### config.mk
export PLATFORM = sky130hd
export DESIGN_NAME = acw_core
export DESIGN_NICKNAME = d
export VERILOG_FILES = /design/src/shared/acw_pkg.sv /design/src/logic/acw_core.sv
export SDC_FILE = /design/constraint.sdc
export NUM_CORES = 1
export LEC_CHECK = 0
export ABC_AREA = 1
export BUFFER_PORTS_ARGS = -buffer_cell sky130_fd_sc_hd__buf_2
export CORE_UTILIZATION = 55
export CTS_BUF_LIST = sky130_fd_sc_hd__clkbuf_4 sky130_fd_sc_hd__clkbuf_8
export CTS_CLUSTER_SIZE = 10
export DETAILED_ROUTE_END_ITERATION = 16
export PLACE_DENSITY = 0.8
export SYNTH_ARGS = -nofsm -noshare
export SYNTH_HDL_FRONTEND = slang
export SYNTH_SLANG_ARGS = --single-unit
### constraint.sdc
create_clock -name clk -period 2 [get_ports clk]
set_input_delay 0.2 -clock clk [delete_from_list [all_inputs] [get_ports clk]]
set_output_delay 0.2 -clock clk [all_outputs]
set_load 0.05 [all_outputs]
### src/shared/acw_pkg.sv
// Constants and types of the ATA write and power command block
// What this block does
// - Standby immediate: busy, sleep, interrupt at once
// - Any new command wakes from sleep
// - Translate returns 512 byte sector information
// - Bytes 0-6: cylinder, head, sector, LBA
// - Byte 13h is FFh erased, 00h not
// - Bytes 18h-1Ah hot count, else zero
// - Wear level is no-op, count reads zero
// - Write buffer takes 512 bytes into buffer
// - DMA write moves 1 to 256 sectors
// - DMA write holds busy while moving data
// - Request asserted; one word per host strobe
// - DMA interrupts only at end or error
// - DMA write aborts when 8-bit mode enabled
// - Busy within 400 ns of block write
// - Interrupt per block, not sector; DRQ drops after each sector
// - Full blocks then remainder partial block
// - Block write aborts when block mode off
// - Error posted after block; stop there
// - Error leaves failing address and residual count
// - Block sizes one to MAX_BLOCK are supported, one by default
// - Bad block size aborts, disables block mode
// - Feature 01h enables 8-bit mode
package acw_pkg;
	// Register indices on the task-file port
	localparam logic [3:0] A_DATA = 4'h0;
	localparam logic [3:0] A_ERR = 4'h1;
	localparam logic [3:0] A_CNT = 4'h2;
	localparam logic [3:0] A_SEC = 4'h3;
	localparam logic [3:0] A_CLO = 4'h4;
	localparam logic [3:0] A_CHI = 4'h5;
	localparam logic [3:0] A_DRV = 4'h6;
	localparam logic [3:0] A_CMD = 4'h7;
	localparam logic [3:0] A_CFG = 4'h8;
	// Command codes
	localparam logic [7:0] C_STBYI = 8'h94;
	localparam logic [7:0] C_STBYI2 = 8'hE0;
	localparam logic [7:0] C_XLAT = 8'h87;
	localparam logic [7:0] C_WEAR = 8'hF5;
	localparam logic [7:0] C_WBUF = 8'hE8;
	localparam logic [7:0] C_WDMA = 8'hCA;
	localparam logic [7:0] C_WMUL = 8'hC5;
	localparam logic [7:0] C_SMUL = 8'hC6;
	localparam logic [7:0] C_SETF = 8'hEF;
	localparam logic [7:0] F_B8_ON = 8'h01;
	localparam logic [7:0] F_B8_OFF = 8'h81;
	// Status, error and config bit positions
	localparam int ST_BSY = 7;
	localparam int ST_RDY = 6;
	localparam int ST_DRQ = 3;
	localparam int ST_ERR = 0;
	localparam int ER_ABRT = 2;
	localparam int CFG_MEN = 8;
	localparam int CFG_B8 = 9;
	// Translate buffer byte offsets
	localparam logic [15:0] X_CYL_HI = 16'h0000;
	localparam logic [15:0] X_CYL_LO = 16'h0001;
	localparam logic [15:0] X_HEAD = 16'h0002;
	localparam logic [15:0] X_SECT = 16'h0003;
	localparam logic [15:0] X_LBA2 = 16'h0004;
	localparam logic [15:0] X_LBA1 = 16'h0005;
	localparam logic [15:0] X_LBA0 = 16'h0006;
	localparam logic [15:0] X_ERASED = 16'h0013;
	localparam logic [15:0] X_HOT2 = 16'h0018;
	localparam logic [15:0] X_HOT1 = 16'h0019;
	localparam logic [15:0] X_HOT0 = 16'h001A;
	localparam logic [7:0] ERASED_BYTE = 8'hFF;
	localparam logic [8:0] CNT_ZERO_AS = 9'h100;
	localparam int SEC_BYTES = 512;
	localparam int BLOCK_DEF = 1;
	// Timing
	localparam int CLK_MHZ = 20;
	localparam int BSY_MAX_NS = 400;
	localparam int BSY_MAX_CYC = BSY_MAX_NS * CLK_MHZ / 1000;
	typedef enum logic [2:0] {S_IDLE, S_EXEC, S_IN, S_OUT, S_DMA} acw_state_e;
	typedef struct packed {
		logic [7:0] feat;
		logic [7:0] cnt;
		logic [7:0] sec;
		logic [7:0] clo;
		logic [7:0] chi;
		logic [7:0] drv;
	} acw_tf_s;
	typedef struct packed {
		logic wvalid;
		logic [15:0] wdata;
		logic commit;
		logic [27:0] lba;
	} acw_media_s;
	typedef struct packed {
		logic fail;
		logic erased;
		logic hot_ok;
		logic [23:0] hot;
	} acw_minfo_s;
endpackage

### src/logic/acw_core.sv
// Command engine for standby, translate, wear level and the write commands
`timescale 1ns/1ps
module acw_core #(
	parameter int SEC_WORDS = acw_pkg::SEC_BYTES / 2,
	parameter int MAX_BLOCK = acw_pkg::BLOCK_DEF
) (
	input wire logic clk,
	input wire logic srst,
	input wire logic ce,
	input wire logic [3:0] bus_addr,
	input wire logic [15:0] bus_wdata,
	input wire logic bus_wr,
	input wire logic bus_rd,
	output logic [15:0] bus_rdata,
	output logic intrq,
	output logic dmarq,
	input wire logic dmack_n,
	input wire logic iowr_n,
	input wire logic [15:0] dma_data,
	output acw_pkg::acw_media_s media,
	input wire acw_pkg::acw_minfo_s minfo,
	output logic asleep
);
	localparam int IW = $clog2(SEC_WORDS);
	localparam int BSY_CYC = acw_pkg::BSY_MAX_CYC;

	// Refuse sizes the translate map or the counters cannot serve
	if (SEC_WORDS < 16 || (1 << IW) != SEC_WORDS || MAX_BLOCK < 1 || MAX_BLOCK > 255) begin : g_chk
		$error("acw_core: unsupported parameters");
	end

	typedef struct packed {
		acw_pkg::acw_state_e st;
		acw_pkg::acw_tf_s tf;
		logic [7:0] cmd;
		logic bsy;
		logic drq;
		logic err;
		logic abrt;
		logic irq;
		logic sleep;
		logic b8;
		logic men;
		logic failed;
		logic hold;
		logic dmarq;
		logic [7:0] bsz;
		logic [8:0] rem;
		logic [8:0] bleft;
		logic [IW-1:0] widx;
		logic [2:0] ack_p;
		logic [2:0] wr_p;
		logic ack_f;
		logic wr_f;
		logic [15:0] d1;
		logic [15:0] d2;
		logic [15:0] d3;
		logic [15:0] rdata;
		acw_pkg::acw_media_s m;
		logic [SEC_WORDS-1:0][15:0] sbuf;
	} acw_reg_s;

	acw_reg_s r_reg;
	acw_reg_s r_next;
	logic cmd_acc;

	////////////////////////////////////////////////////////////////////////
	// Helpers

	// One byte of the translate information buffer
	function automatic logic [7:0] xbyte(input logic [15:0] i, input acw_pkg::acw_tf_s tf,
		input acw_pkg::acw_minfo_s mi);
		logic [7:0] b;
		b = 8'h00;
		case (i)
			acw_pkg::X_CYL_HI: b = tf.chi;
			acw_pkg::X_CYL_LO: b = tf.clo;
			acw_pkg::X_HEAD: b = {4'h0, tf.drv[3:0]};
			acw_pkg::X_SECT: b = tf.sec;
			acw_pkg::X_LBA2: b = tf.chi;
			acw_pkg::X_LBA1: b = tf.clo;
			acw_pkg::X_LBA0: b = tf.sec;
			acw_pkg::X_ERASED: b = mi.erased ? acw_pkg::ERASED_BYTE : 8'h00;
			acw_pkg::X_HOT2: b = mi.hot_ok ? mi.hot[23:16] : 8'h00;
			acw_pkg::X_HOT1: b = mi.hot_ok ? mi.hot[15:8] : 8'h00;
			acw_pkg::X_HOT0: b = mi.hot_ok ? mi.hot[7:0] : 8'h00;
			default: b = 8'h00; // Reserved bytes read zero
		endcase
		return b;
	endfunction

	// Sectors in the next block: full block or remainder
	function automatic logic [8:0] blk(input logic [7:0] bsz, input logic [8:0] rem);
		return ({1'b0, bsz} < rem) ? {1'b0, bsz} : rem;
	endfunction

	// Commands are only taken when idle; host waits on busy
	assign cmd_acc = bus_wr && bus_addr == acw_pkg::A_CMD && r_reg.st == acw_pkg::S_IDLE;

	////////////////////////////////////////////////////////////////////////
	// Next-state logic

	always_comb begin
		logic strobe;
		logic word_in;
		logic [15:0] wv;
		logic fin;
		logic abt;
		logic [8:0] cnt9;
		strobe = 1'b0;
		word_in = 1'b0;
		wv = 16'h0000;
		fin = 1'b0;
		abt = 1'b0;
		cnt9 = (r_reg.tf.cnt == 8'h00) ? acw_pkg::CNT_ZERO_AS : {1'b0, r_reg.tf.cnt};
		r_next = r_reg;
		r_next.m.wvalid = 1'b0;
		r_next.m.commit = 1'b0;
		r_next.rdata = 16'h0000;

		// Pin synchronisers; a level counts when stages two and three agree
		r_next.ack_p = {r_reg.ack_p[1:0], dmack_n};
		r_next.wr_p = {r_reg.wr_p[1:0], iowr_n};
		r_next.d1 = dma_data;
		r_next.d2 = r_reg.d1;
		r_next.d3 = r_reg.d2;
		if (r_reg.ack_p[1] == r_reg.ack_p[2]) begin
			r_next.ack_f = r_reg.ack_p[2];
		end
		if (r_reg.wr_p[1] == r_reg.wr_p[2]) begin
			r_next.wr_f = r_reg.wr_p[2];
		end
		// Falling edge of the filtered write strobe while acknowledged
		strobe = r_reg.wr_f && !r_reg.wr_p[2] && !r_reg.wr_p[1] && !r_reg.ack_f;

		// Register reads, answered one cycle later
		if (bus_rd) begin
			case (bus_addr)
				acw_pkg::A_DATA: begin
					if (r_reg.st == acw_pkg::S_IN) begin
						r_next.rdata = {xbyte(16'({r_reg.widx, 1'b1}), r_reg.tf, minfo),
							xbyte(16'({r_reg.widx, 1'b0}), r_reg.tf, minfo)};
						r_next.widx = r_reg.widx + 1'b1;
						if (r_reg.widx == IW'(SEC_WORDS - 1)) begin
							r_next.drq = 1'b0;
							r_next.st = acw_pkg::S_IDLE;
						end
					end
				end
				acw_pkg::A_ERR: r_next.rdata[acw_pkg::ER_ABRT] = r_reg.abrt;
				acw_pkg::A_CNT: r_next.rdata[7:0] = r_reg.tf.cnt;
				acw_pkg::A_SEC: r_next.rdata[7:0] = r_reg.tf.sec;
				acw_pkg::A_CLO: r_next.rdata[7:0] = r_reg.tf.clo;
				acw_pkg::A_CHI: r_next.rdata[7:0] = r_reg.tf.chi;
				acw_pkg::A_DRV: r_next.rdata[7:0] = r_reg.tf.drv;
				acw_pkg::A_CMD: begin
					r_next.rdata[acw_pkg::ST_BSY] = r_reg.bsy;
					r_next.rdata[acw_pkg::ST_RDY] = !r_reg.bsy;
					r_next.rdata[acw_pkg::ST_DRQ] = r_reg.drq;
					r_next.rdata[acw_pkg::ST_ERR] = r_reg.err;
					r_next.irq = 1'b0; // Status read acknowledges; later sets win
				end
				acw_pkg::A_CFG: begin
					r_next.rdata[7:0] = r_reg.bsz;
					r_next.rdata[acw_pkg::CFG_MEN] = r_reg.men;
					r_next.rdata[acw_pkg::CFG_B8] = r_reg.b8;
				end
				default: r_next.rdata = 16'h0000;
			endcase
		end

		// Register writes; task file is frozen while a command runs
		if (bus_wr) begin
			if (r_reg.st == acw_pkg::S_IDLE) begin
				case (bus_addr)
					acw_pkg::A_ERR: r_next.tf.feat = bus_wdata[7:0];
					acw_pkg::A_CNT: r_next.tf.cnt = bus_wdata[7:0];
					acw_pkg::A_SEC: r_next.tf.sec = bus_wdata[7:0];
					acw_pkg::A_CLO: r_next.tf.clo = bus_wdata[7:0];
					acw_pkg::A_CHI: r_next.tf.chi = bus_wdata[7:0];
					acw_pkg::A_DRV: r_next.tf.drv = bus_wdata[7:0];
					default: r_next.tf = r_reg.tf;
				endcase
			end
			if (bus_addr == acw_pkg::A_DATA && r_reg.st == acw_pkg::S_OUT && r_reg.drq) begin
				word_in = 1'b1;
				wv = bus_wdata;
			end
		end
		if (r_reg.st == acw_pkg::S_DMA && r_reg.dmarq && strobe) begin
			word_in = 1'b1;
			wv = r_reg.d3;
		end

		// Command taken: busy next edge, wakes from sleep
		if (cmd_acc) begin
			r_next.cmd = bus_wdata[7:0];
			r_next.st = acw_pkg::S_EXEC;
			r_next.bsy = 1'b1;
			r_next.sleep = 1'b0;
			r_next.irq = 1'b0;
			r_next.err = 1'b0;
			r_next.abrt = 1'b0;
			r_next.failed = 1'b0;
			r_next.hold = 1'b0;
			r_next.widx = '0;
		end

		// Word intake into the sector buffer and out to the media
		if (word_in) begin
			r_next.sbuf[r_reg.widx] = wv;
			r_next.widx = r_reg.widx + 1'b1;
			r_next.m.wvalid = !r_reg.failed && r_reg.cmd != acw_pkg::C_WBUF;
			r_next.m.wdata = wv;
			if (r_reg.widx == IW'(SEC_WORDS - 1)) begin
				// Sector complete: stall the host until the media answers
				r_next.hold = 1'b1;
				r_next.bleft = r_reg.bleft - 9'h001;
				r_next.m.commit = !r_reg.failed && r_reg.cmd != acw_pkg::C_WBUF;
				r_next.m.lba = {r_reg.tf.drv[3:0], r_reg.tf.chi, r_reg.tf.clo, r_reg.tf.sec};
				r_next.drq = 1'b0;
				r_next.dmarq = 1'b0;
				r_next.bsy = 1'b1;
			end
		end

		// Media answer: failing sector freezes address and count
		if (r_reg.m.commit) begin
			if (minfo.fail) begin
				r_next.failed = 1'b1;
			end else begin
				r_next.rem = r_reg.rem - 9'h001;
				r_next.tf.cnt = 8'(r_reg.rem - 9'h001);
				if (r_reg.rem != 9'h001) begin
					{r_next.tf.drv[3:0], r_next.tf.chi, r_next.tf.clo, r_next.tf.sec} =
						28'({r_reg.tf.drv[3:0], r_reg.tf.chi, r_reg.tf.clo, r_reg.tf.sec} + 28'h0000001);
				end
			end
		end

		// Sector settled: finish, next block or next sector
		if (r_reg.hold && !r_reg.m.commit) begin
			r_next.hold = 1'b0;
			if (r_reg.cmd == acw_pkg::C_WBUF || r_reg.rem == 9'h000) begin
				fin = 1'b1;
			end else if (r_reg.failed && (r_reg.st == acw_pkg::S_DMA || r_reg.bleft == 9'h000)) begin
				fin = 1'b1;
			end else if (r_reg.st == acw_pkg::S_DMA) begin
				r_next.dmarq = 1'b1;
			end else if (r_reg.bleft == 9'h000) begin
				r_next.bleft = blk(r_reg.bsz, r_reg.rem);
				r_next.drq = 1'b1;
				r_next.bsy = 1'b0;
				r_next.irq = 1'b1;
			end else begin
				r_next.drq = 1'b1;
				r_next.bsy = 1'b0;
			end
		end

		// Command dispatch, one cycle after it is taken
		if (r_reg.st == acw_pkg::S_EXEC) begin
			case (r_reg.cmd)
				acw_pkg::C_STBYI, acw_pkg::C_STBYI2: begin
					r_next.sleep = 1'b1;
					fin = 1'b1;
				end
				acw_pkg::C_WEAR: begin
					r_next.tf.cnt = 8'h00;
					fin = 1'b1;
				end
				acw_pkg::C_XLAT: begin
					r_next.st = acw_pkg::S_IN;
					r_next.drq = 1'b1;
					r_next.bsy = 1'b0;
					r_next.irq = 1'b1;
				end
				acw_pkg::C_WBUF: begin
					r_next.st = acw_pkg::S_OUT;
					r_next.bleft = 9'h001;
					r_next.drq = 1'b1;
					r_next.bsy = 1'b0;
				end
				acw_pkg::C_WMUL: begin
					if (!r_reg.men) begin
						abt = 1'b1;
					end else begin
						r_next.st = acw_pkg::S_OUT;
						r_next.rem = cnt9;
						r_next.bleft = blk(r_reg.bsz, cnt9);
						r_next.drq = 1'b1;
						r_next.bsy = 1'b0;
					end
				end
				acw_pkg::C_WDMA: begin
					if (r_reg.b8) begin
						abt = 1'b1;
					end else begin
						r_next.st = acw_pkg::S_DMA;
						r_next.rem = cnt9;
						r_next.dmarq = 1'b1;
					end
				end
				acw_pkg::C_SMUL: begin
					if (r_reg.tf.cnt == 8'h00) begin
						r_next.men = 1'b0;
						fin = 1'b1;
					end else if (r_reg.tf.cnt <= 8'(MAX_BLOCK)) begin
						r_next.men = 1'b1;
						r_next.bsz = r_reg.tf.cnt;
						fin = 1'b1;
					end else begin
						r_next.men = 1'b0;
						abt = 1'b1;
					end
				end
				acw_pkg::C_SETF: begin
					if (r_reg.tf.feat == acw_pkg::F_B8_ON) begin
						r_next.b8 = 1'b1;
					end else if (r_reg.tf.feat == acw_pkg::F_B8_OFF) begin
						r_next.b8 = 1'b0;
					end
					fin = 1'b1;
				end
				default: abt = 1'b1;
			endcase
		end

		// Completion: drop busy and request, raise the interrupt
		if (fin || abt) begin
			r_next.st = acw_pkg::S_IDLE;
			r_next.bsy = 1'b0;
			r_next.drq = 1'b0;
			r_next.dmarq = 1'b0;
			r_next.irq = 1'b1;
			r_next.err = abt || r_reg.failed;
			r_next.abrt = abt;
		end
	end

	// State register; reset wins, clock enable freezes everything else
	always_ff @(posedge clk) begin
		if (srst) begin
			r_reg <= '0;
		end else if (ce) begin
			r_reg <= r_next;
		end
	end

	// Outputs straight from flops
	assign bus_rdata = r_reg.rdata;
	assign intrq = r_reg.irq;
	assign dmarq = r_reg.dmarq;
	assign media = r_reg.m;
	assign asleep = r_reg.sleep;
endmodule

==> flow_metrics.py, run 1 <==
metrics = {
    "pwr": {
        "worst_ir_drop_vdd_v": 0.000687,
        "design_power_total_mw": 10.2,
        "p_sw_share_pct": 26.2,
        "share_seq_of_total_power_pct": 44.9,
        "cell_internal_pwr_mw": 7.54,
        "powerDensity_nw_per_um2": 641,
        "power.switching_mw": 2.68,
        "comb_power_share_pct": 9.1,
        "p_leak_nw": 6.99,
        "clock_power_share_pct": 46.0,
    },
    "sta": {
        "min_period_over_period_pct": 98.2,
        "fmax_mhz": 509,
        "timing.final.hold_violations": 0,
        "rsz0062_at_grt": "yes",
        "max_slew_margin_pct": 71.1,
        "layout_min_cycle_time_ns": 1.96,
        "report.final.setup_viol": 0,
        "finalMaxSlewViolations": 0,
        "max_slew.worst_pin.slew_ns": 0.432,
        "worst_clock_skew_ns": 0.0264,
        "layout_setup_ws_ns": 0.0357,
    },
    "global_route": {
        "pin_count_of_the_biggest_net_entering_global_routing": 78,
        "globalRouteMet1Util_pct": 48.3,
        "grt_pass1_vias": 13500,
        "groute.usage.overall_pct": 37.4,
        "busiest_layer": "met2",
        "grt_first_pass_wirelength_mm": 70.1,
        "gr-usage-met2_pct": 58.6,
        "grtUsageMet3_pct": 8.62,
        "globalRouteOverflowTotal": 0,
        "antenna_found_initial": 0,
    },
    "placement": {
        "finalWeightedCongestion": 1.04,
        "dp.final_hpwl_mm": 31.8,
        "dp_slack_ns": -0.0407,
        "buffer_ports.inserted": 134,
    },
    "final_layout": {
        "area_delta_synth_final_pct": 25.5,
        "layout_common_cells": "sky130_fd_sc_hd__nand2_1 (335), sky130_fd_sc_hd__o21ai_0 (221), sky130_fd_sc_hd__dfxtp_1 (199), sky130_fd_sc_hd__nor2_1 (198), sky130_fd_sc_hd__a21oi_1 (178)",
        "layout.filler_cells": 1860,
        "drive_gt1_share_pct": 25.0,
        "post-route-util_pct": 70.4,
        "layout.cells.most_common": "sky130_fd_sc_hd__nand2_1",
        "antenna-diode-count": 0,
        "largest_register_ff_count": 121,
        "net_count_final": 2245,
    },
    "synth": {
        "syn_avg_cell_area_sq_um": 6.65,
        "synthSimpleGateAreaFrac_pct": 26.9,
        "synth_compound_area_share_pct": 22.5,
        "synth-async-reset-ratio_pct": 0,
        "synth-edff-count": 0,
        "synth.top_cell.area_share_pct": 35.0,
        "syn_nets": 2004,
        "synth.top_cells.by_area": "sky130_fd_sc_hd__dfxtp_1 (35%), sky130_fd_sc_hd__nand2_1 (10%), sky130_fd_sc_hd__o21ai_0 (9.3%), sky130_fd_sc_hd__a21oi_1 (7.3%), sky130_fd_sc_hd__nor2_1 (6.3%)",
        "synth_adder_area_share_pct": 2.36,
        "netlist.top_cell.by_area": "sky130_fd_sc_hd__dfxtp_1",
        "synthesis.yosys.warnings": 0,
        "synth.ff_latch_count": 222,
        "ys_types": 48,
        "synth-xor-area-share_pct": 0.758,
        "yosys_most_used_dff": "sky130_fd_sc_hd__dfxtp_1",
        "dominant_combinational_cell_family_by_area_after_synthesis": "simple AND/OR/NAND/NOR gates",
        "synth_seq_area_share_pct": 35.0,
        "synth_mux_area_share_pct": 0,
        "syn_inst": 1910,
        "mappedNetlistArea_sq_um": 12700,
    },
    "routing": {
        "routed-via-count": 14500,
        "via_per_inst": 5.88,
        "drt_first_iter_violations": 1569,
        "detailedRoute.firstPassIterationCount": 8,
        "wl_per_cell_um": 18.4,
        "drc": 0,
        "ant_nets": 0,
        "drt-total-wl_mm": 45.4,
    },
    "worst_setup_path": {
        "worstPathMaxFanout": 6,
        "worst-setup-path-type": "flip-flop to flip-flop",
        "critical_path.startpoint_type": "flip-flop",
        "endpoint_kind": "flip-flop",
        "cp_data_required_time_ns": 2.49,
        "worst_ep_arrival_time_ns": 2.46,
    },
    "clock_tree": {
        "clkSlewWorstSetupHoldPaths_ns": 0.06,
        "clk_root_buffer_cell": "sky130_fd_sc_hd__clkbuf_8",
        "cts_tree": "built",
        "cts_buffer_depth": 3,
        "clkSinkCount": 222,
        "worst_skew_pair.late_latency_ns": 0.58,
        "cts_made_buffers": 40,
        "clock_tree.htree_level_count": 2,
    },
    "run": {
        "max_cap_viol_count": 0,
    },
    "die": {
        "floorplan.io_pins": 135,
        "initial_core_util_pct": 56.1,
        "coreArea_sq_um": 22600,
        "die-area_sq_um": 23700,
        "placement_rows": 55,
        "die-width_um": 154,
        "die_height_um": 154,
    },
    "hold_path": {
        "timing.hold.worst.class": "input port to flip-flop",
    },
    "status": {
        "status": "completed",
    },
}
-- stage by stage --
step / hold slack, ns / instance area (sq um) / instances / TNS, ns
2_1_floorplan: 0.335 / 12700 / 1910 / 0
3_3_place_gp: 0.424 / 14300 / 2349 / -0.00295
3_5_place_dp: 0.428 / 14300 / 2349 / -0.0658
4_1_cts: 0.00142 / 15500 / 2453 / 0
5_1_grt: 0.0203 / 15900 / 2465 / -0.751
6_report: 0.0218 / 15900 / 2465 / 0
-- metal layers --
metal  part of all wire (%)  vias up
met4                    4.9        0
met2                     44      896
li1                       -     6824
met3                     11      180
met5                      0        -
met1                     40     6600
-- worst max-delay path, stage by stage, from the launching register on --
cell                            delay [ns]
sky130_fd_sc_hd__dfxtp_1              0.36
sky130_fd_sc_hd__inv_2                0.10
sky130_fd_sc_hd__nor3_2               0.19
sky130_fd_sc_hd__nand4_1              0.16
sky130_fd_sc_hd__inv_2                0.17
sky130_fd_sc_hd__nand3_1              0.11
sky130_fd_sc_hd__dlygate4sd3_1        0.58
sky130_fd_sc_hd__a31oi_1              0.21
-- kinds of logic (layout without fill, tap and decap cells) --
logic type / count (synthesis) / after routing
and+or+nand+nor: 784 / 784
AOI/OAI and AO/OA: 526 / 526
buffers and inverters: 343 / 613
DFF: 222 / 222
adders and majority gates: 24 / 24
xor gates and xnor gates: 11 / 11
-- power groups by stage --
stage / Combinational (mW) / Sequential [mW] / Clock, mW
6_report: 0.930 / 4.59 / 4.70
5_1_grt: 1.01 / 4.60 / 4.90
4_1_cts: 0.867 / 4.59 / 4.70
3_5_place_dp: 0.818 / 4.68 / 0
3_3_place_gp: 0.808 / 4.68 / 0
2_1_floorplan: 0.471 / 4.67 / 0
-- synth_stat cells (4+ instances only) --
library cell,n
sky130_fd_sc_hd__xor2_1,10
sky130_fd_sc_hd__nand2_2,6
sky130_fd_sc_hd__clkbuf_1,50
sky130_fd_sc_hd__nor2_2,15
sky130_fd_sc_hd__o21ai_0,236
sky130_fd_sc_hd__a31oi_1,22
sky130_fd_sc_hd__nand3_1,122
sky130_fd_sc_hd__nand2_1,354
sky130_fd_sc_hd__buf_4,64
sky130_fd_sc_hd__nor3_1,19
sky130_fd_sc_hd__o2111ai_1,6
sky130_fd_sc_hd__buf_2,28
sky130_fd_sc_hd__dfxtp_1,222
sky130_fd_sc_hd__o22ai_1,21
sky130_fd_sc_hd__nand4_1,21
sky130_fd_sc_hd__a21oi_1,185
sky130_fd_sc_hd__ha_1,24
sky130_fd_sc_hd__nor4_1,4
sky130_fd_sc_hd__nor2_4,5
sky130_fd_sc_hd__o211ai_1,26
sky130_fd_sc_hd__nand3b_1,5
sky130_fd_sc_hd__buf_1,4
sky130_fd_sc_hd__o21ai_1,6
sky130_fd_sc_hd__inv_1,189
sky130_fd_sc_hd__a22oi_1,7
sky130_fd_sc_hd__nor3_2,9
sky130_fd_sc_hd__o221ai_1,6
sky130_fd_sc_hd__nor2_1,212
-- cell type report --
class	instances	area [sq um]	share of cell area [%]
inverter	192	731	4.58
timing repair buffer	350	2550	16.0
multi-input combinational	1345	6960	43.7
tap	285	357	2.24
clock inverter	8	115	0.722
clock buffer	63	754	4.73
sequential	222	4480	28.1
-- path summary, 6_finish.rpt --
check	start	end	cells after the start	slack, ns
min	bus_wdata[3]	r_reg[4262]	3	0.02
max	r_reg[4315]	media[43]	7	0.04
min reg2reg	asleep	asleep	2	0.46
max reg2reg	r_reg[4315]	media[43]	7	0.04
-- repair_timing --
item | 4_1_cts | 5_1_grt
cloned | 1 | 2
setup buffers | 3 | 10
resized for setup | 15 | 121
endpoints found under the hold margin | 29 | 0
pin swaps | 4 | 29
hold buffers | 29 | 0
setup endpoints to repair | 15 | 90
No activity file was read; power rests on OpenSTA's default activity.
==> inputs of run 2 (changes only) <==
Settings changed: CTS_BUF_LIST sky130_fd_sc_hd__clkbuf_4 sky130_fd_sc_hd__clkbuf_8 to sky130_fd_sc_hd__clkbuf_8, CTS_CLUSTER_SIZE 10 to 16.
==> flow_metrics.py, run 2 (same netlist as run 1, synthesis figures left out) <==
metrics = {
    "sta": {
        "fmax_mhz": 517,
        "layout_min_cycle_time_ns": 1.93,
        "report.final.setup_viol": 0,
        "worst_clock_skew_ns": 0.0321,
        "finalMaxSlewViolations": 0,
        "rsz0062_at_grt": "yes",
        "timing.final.hold_violations": 0,
        "min_period_over_period_pct": 96.6,
        "max_slew.worst_pin.slew_ns": 0.443,
        "layout_setup_ws_ns": 0.0675,
        "max_slew_margin_pct": 70.1,
        "fin_hold_ws_ns": 0.0153,
    },
    "worst_setup_path": {
        "r2r_start": "r_reg[4315]",
        "cp_num_cells": 7,
        "crit_path_start": "r_reg[4315]",
        "reg2reg_depth": 7,
        "cp_data_required_time_ns": 2.50,
        "timing.critical_path.slowest_cell_delay_ns": 0.59,
        "setup.reg_to_reg.worst_slack_ns": 0.07,
        "critical_path.startpoint_type": "flip-flop",
        "worst_path_max_delay_cell": "sky130_fd_sc_hd__dlygate4sd3_1",
        "worstPathMaxFanout": 4,
        "worst_ep_arrival_time_ns": 2.43,
        "critical_path.top_delay_family": "buffers and inverters",
        "critPathCapture": "media[43]",
        "crit_chain": "inv_4 > nor3_2 > nand4_1 > inv_2 > nand3_1 > dlygate4sd3_1 > a31oi_1",
        "worst-setup-path-type": "flip-flop to flip-flop",
        "endpoint_kind": "flip-flop",
        "crit_buf_inv": 3,
        "destination_of_the_worst_register_to_register_timing_path": "media[43]",
    },
    "placement": {
        "finalWeightedCongestion": 1.04,
        "buffer_ports.inserted": 134,
        "dp.final_hpwl_mm": 31.8,
        "placedInstanceArea_sq_um": 14300,
        "dp_slack_ns": -0.0407,
    },
    "clock_tree": {
        "clock_tree.htree_level_count": 2,
        "clkSinkCount": 222,
        "clk_root_buffer_cell": "sky130_fd_sc_hd__clkbuf_8",
        "worst_skew_pair.late_latency_ns": 0.58,
        "cts_buffer_depth": 3,
        "cts_made_buffers": 40,
        "cts_tree": "built",
        "clkSlewWorstSetupHoldPaths_ns": 0.06,
    },
    "global_route": {
        "pin_count_of_the_biggest_net_entering_global_routing": 78,
        "grt_first_pass_wirelength_mm": 70.6,
        "antenna_found_initial": 0,
        "globalRouteOverflowTotal": 0,
        "grt_pass1_vias": 13400,
        "groute.usage.overall_pct": 37.6,
    },
    "die": {
        "floorplan.io_pins": 135,
        "die-width_um": 154,
        "coreArea_sq_um": 22600,
        "die_height_um": 154,
        "initial_core_util_pct": 56.1,
        "placement_rows": 55,
        "die-area_sq_um": 23700,
    },
    "routing": {
        "detailedRoute.firstPassIterationCount": 6,
        "via_per_inst": 5.92,
        "drt-total-wl_mm": 45.6,
        "wl_per_cell_um": 18.5,
        "drc": 0,
        "routed-via-count": 14600,
        "drt_first_iter_violations": 1773,
        "ant_nets": 0,
    },
    "run": {
        "max_cap_viol_count": 0,
    },
    "final_layout": {
        "layout.cells.most_common": "sky130_fd_sc_hd__nand2_1",
        "post-route-util_pct": 70.0,
        "drive_gt1_share_pct": 23.9,
        "layout_common_cells": "sky130_fd_sc_hd__nand2_1 (334), sky130_fd_sc_hd__o21ai_0 (219), sky130_fd_sc_hd__nor2_1 (200), sky130_fd_sc_hd__dfxtp_1 (199), sky130_fd_sc_hd__inv_1 (189)",
        "net_count_final": 2243,
        "largest_register_ff_count": 121,
        "area_delta_synth_final_pct": 24.7,
        "finalInstanceArea_sq_um": 15800,
    },
    "hold_path": {
        "min_from": "bus_wdata[3]",
        "timing.hold.worst.class": "input port to flip-flop",
    },
    "pwr": {
        "worst_ir_drop_vdd_v": 0.000657,
        "p_leak_nw": 6.99,
        "design_power_total_mw": 9.89,
        "powerDensity_nw_per_um2": 624,
    },
    "status": {
        "status": "completed",
    },
}
[run 2: worst min-delay path by stage]
stage	endpoint	slack [ns]	depth (start not counted)
after detailed placement	r_next[4179]	0.43	3
after global routing	media[32]	0.03	3
after floorplan	r_next[4174]	0.33	2
after CTS	media[37]	0.003	3
after global placement	r_next[4189]	0.42	3
final	r_reg[4262]	0.02	3
[run 2: worst register-to-register path, stage by stage, from the launching register on]
cell and delay [ns]:
sky130_fd_sc_hd__dfxtp_1 0.39, sky130_fd_sc_hd__inv_4 0.09, sky130_fd_sc_hd__nor3_2 0.19, sky130_fd_sc_hd__nand4_1 0.16
sky130_fd_sc_hd__inv_2 0.14, sky130_fd_sc_hd__nand3_1 0.10, sky130_fd_sc_hd__dlygate4sd3_1 0.59, sky130_fd_sc_hd__a31oi_1 0.20
[run 2: timing repair]
item | 4_1_cts | 5_1_grt
setup endpoints to repair | 17 | 91
endpoints found under the hold margin | 29 | 0
hold buffers | 29 | 0
buffers inserted | 3 | 10
pin swaps | 4 | 33
gates resized for setup | 14 | 123
cloned | 1 | 0
[run 2: power breakdown]
group | switching [mW] | internal [mW]
registers | 0.0680 | 4.53
logic | 0.598 | 0.338
clock network | 2.02 | 2.34
total | 2.68 | 7.20
[run 2: area by class of cell]
cell class | instances | area (sq um)
Clock inverter | 26 | 183
Multi-Input combinational cell | 1345 | 6960
Inverter | 192 | 733
Fill cell | 1881 | 6790
Sequential cell | 222 | 4480
Tap cell | 285 | 357
Antenna cell | 1 | 2.50
Clock buffer | 45 | 619
Timing Repair Buffer | 348 | 2520
[run 2: through the flow]
step                 TNS, ns  instances
floorplan                  0       1910
global placement    -0.00295       2349
detailed placement   -0.0658       2349
CTS                        0       2453
global route          -0.355       2463
finish                     0       2464
[run 2: per-layer routing]
metal,wire (um),global-route usage (%),vias up
met5,0,0,-
met4,2310,16.8,0
met3,5110,7.61,203
met2,20000,60.0,932
met1,18200,49.0,6629
li1,-,-,6817
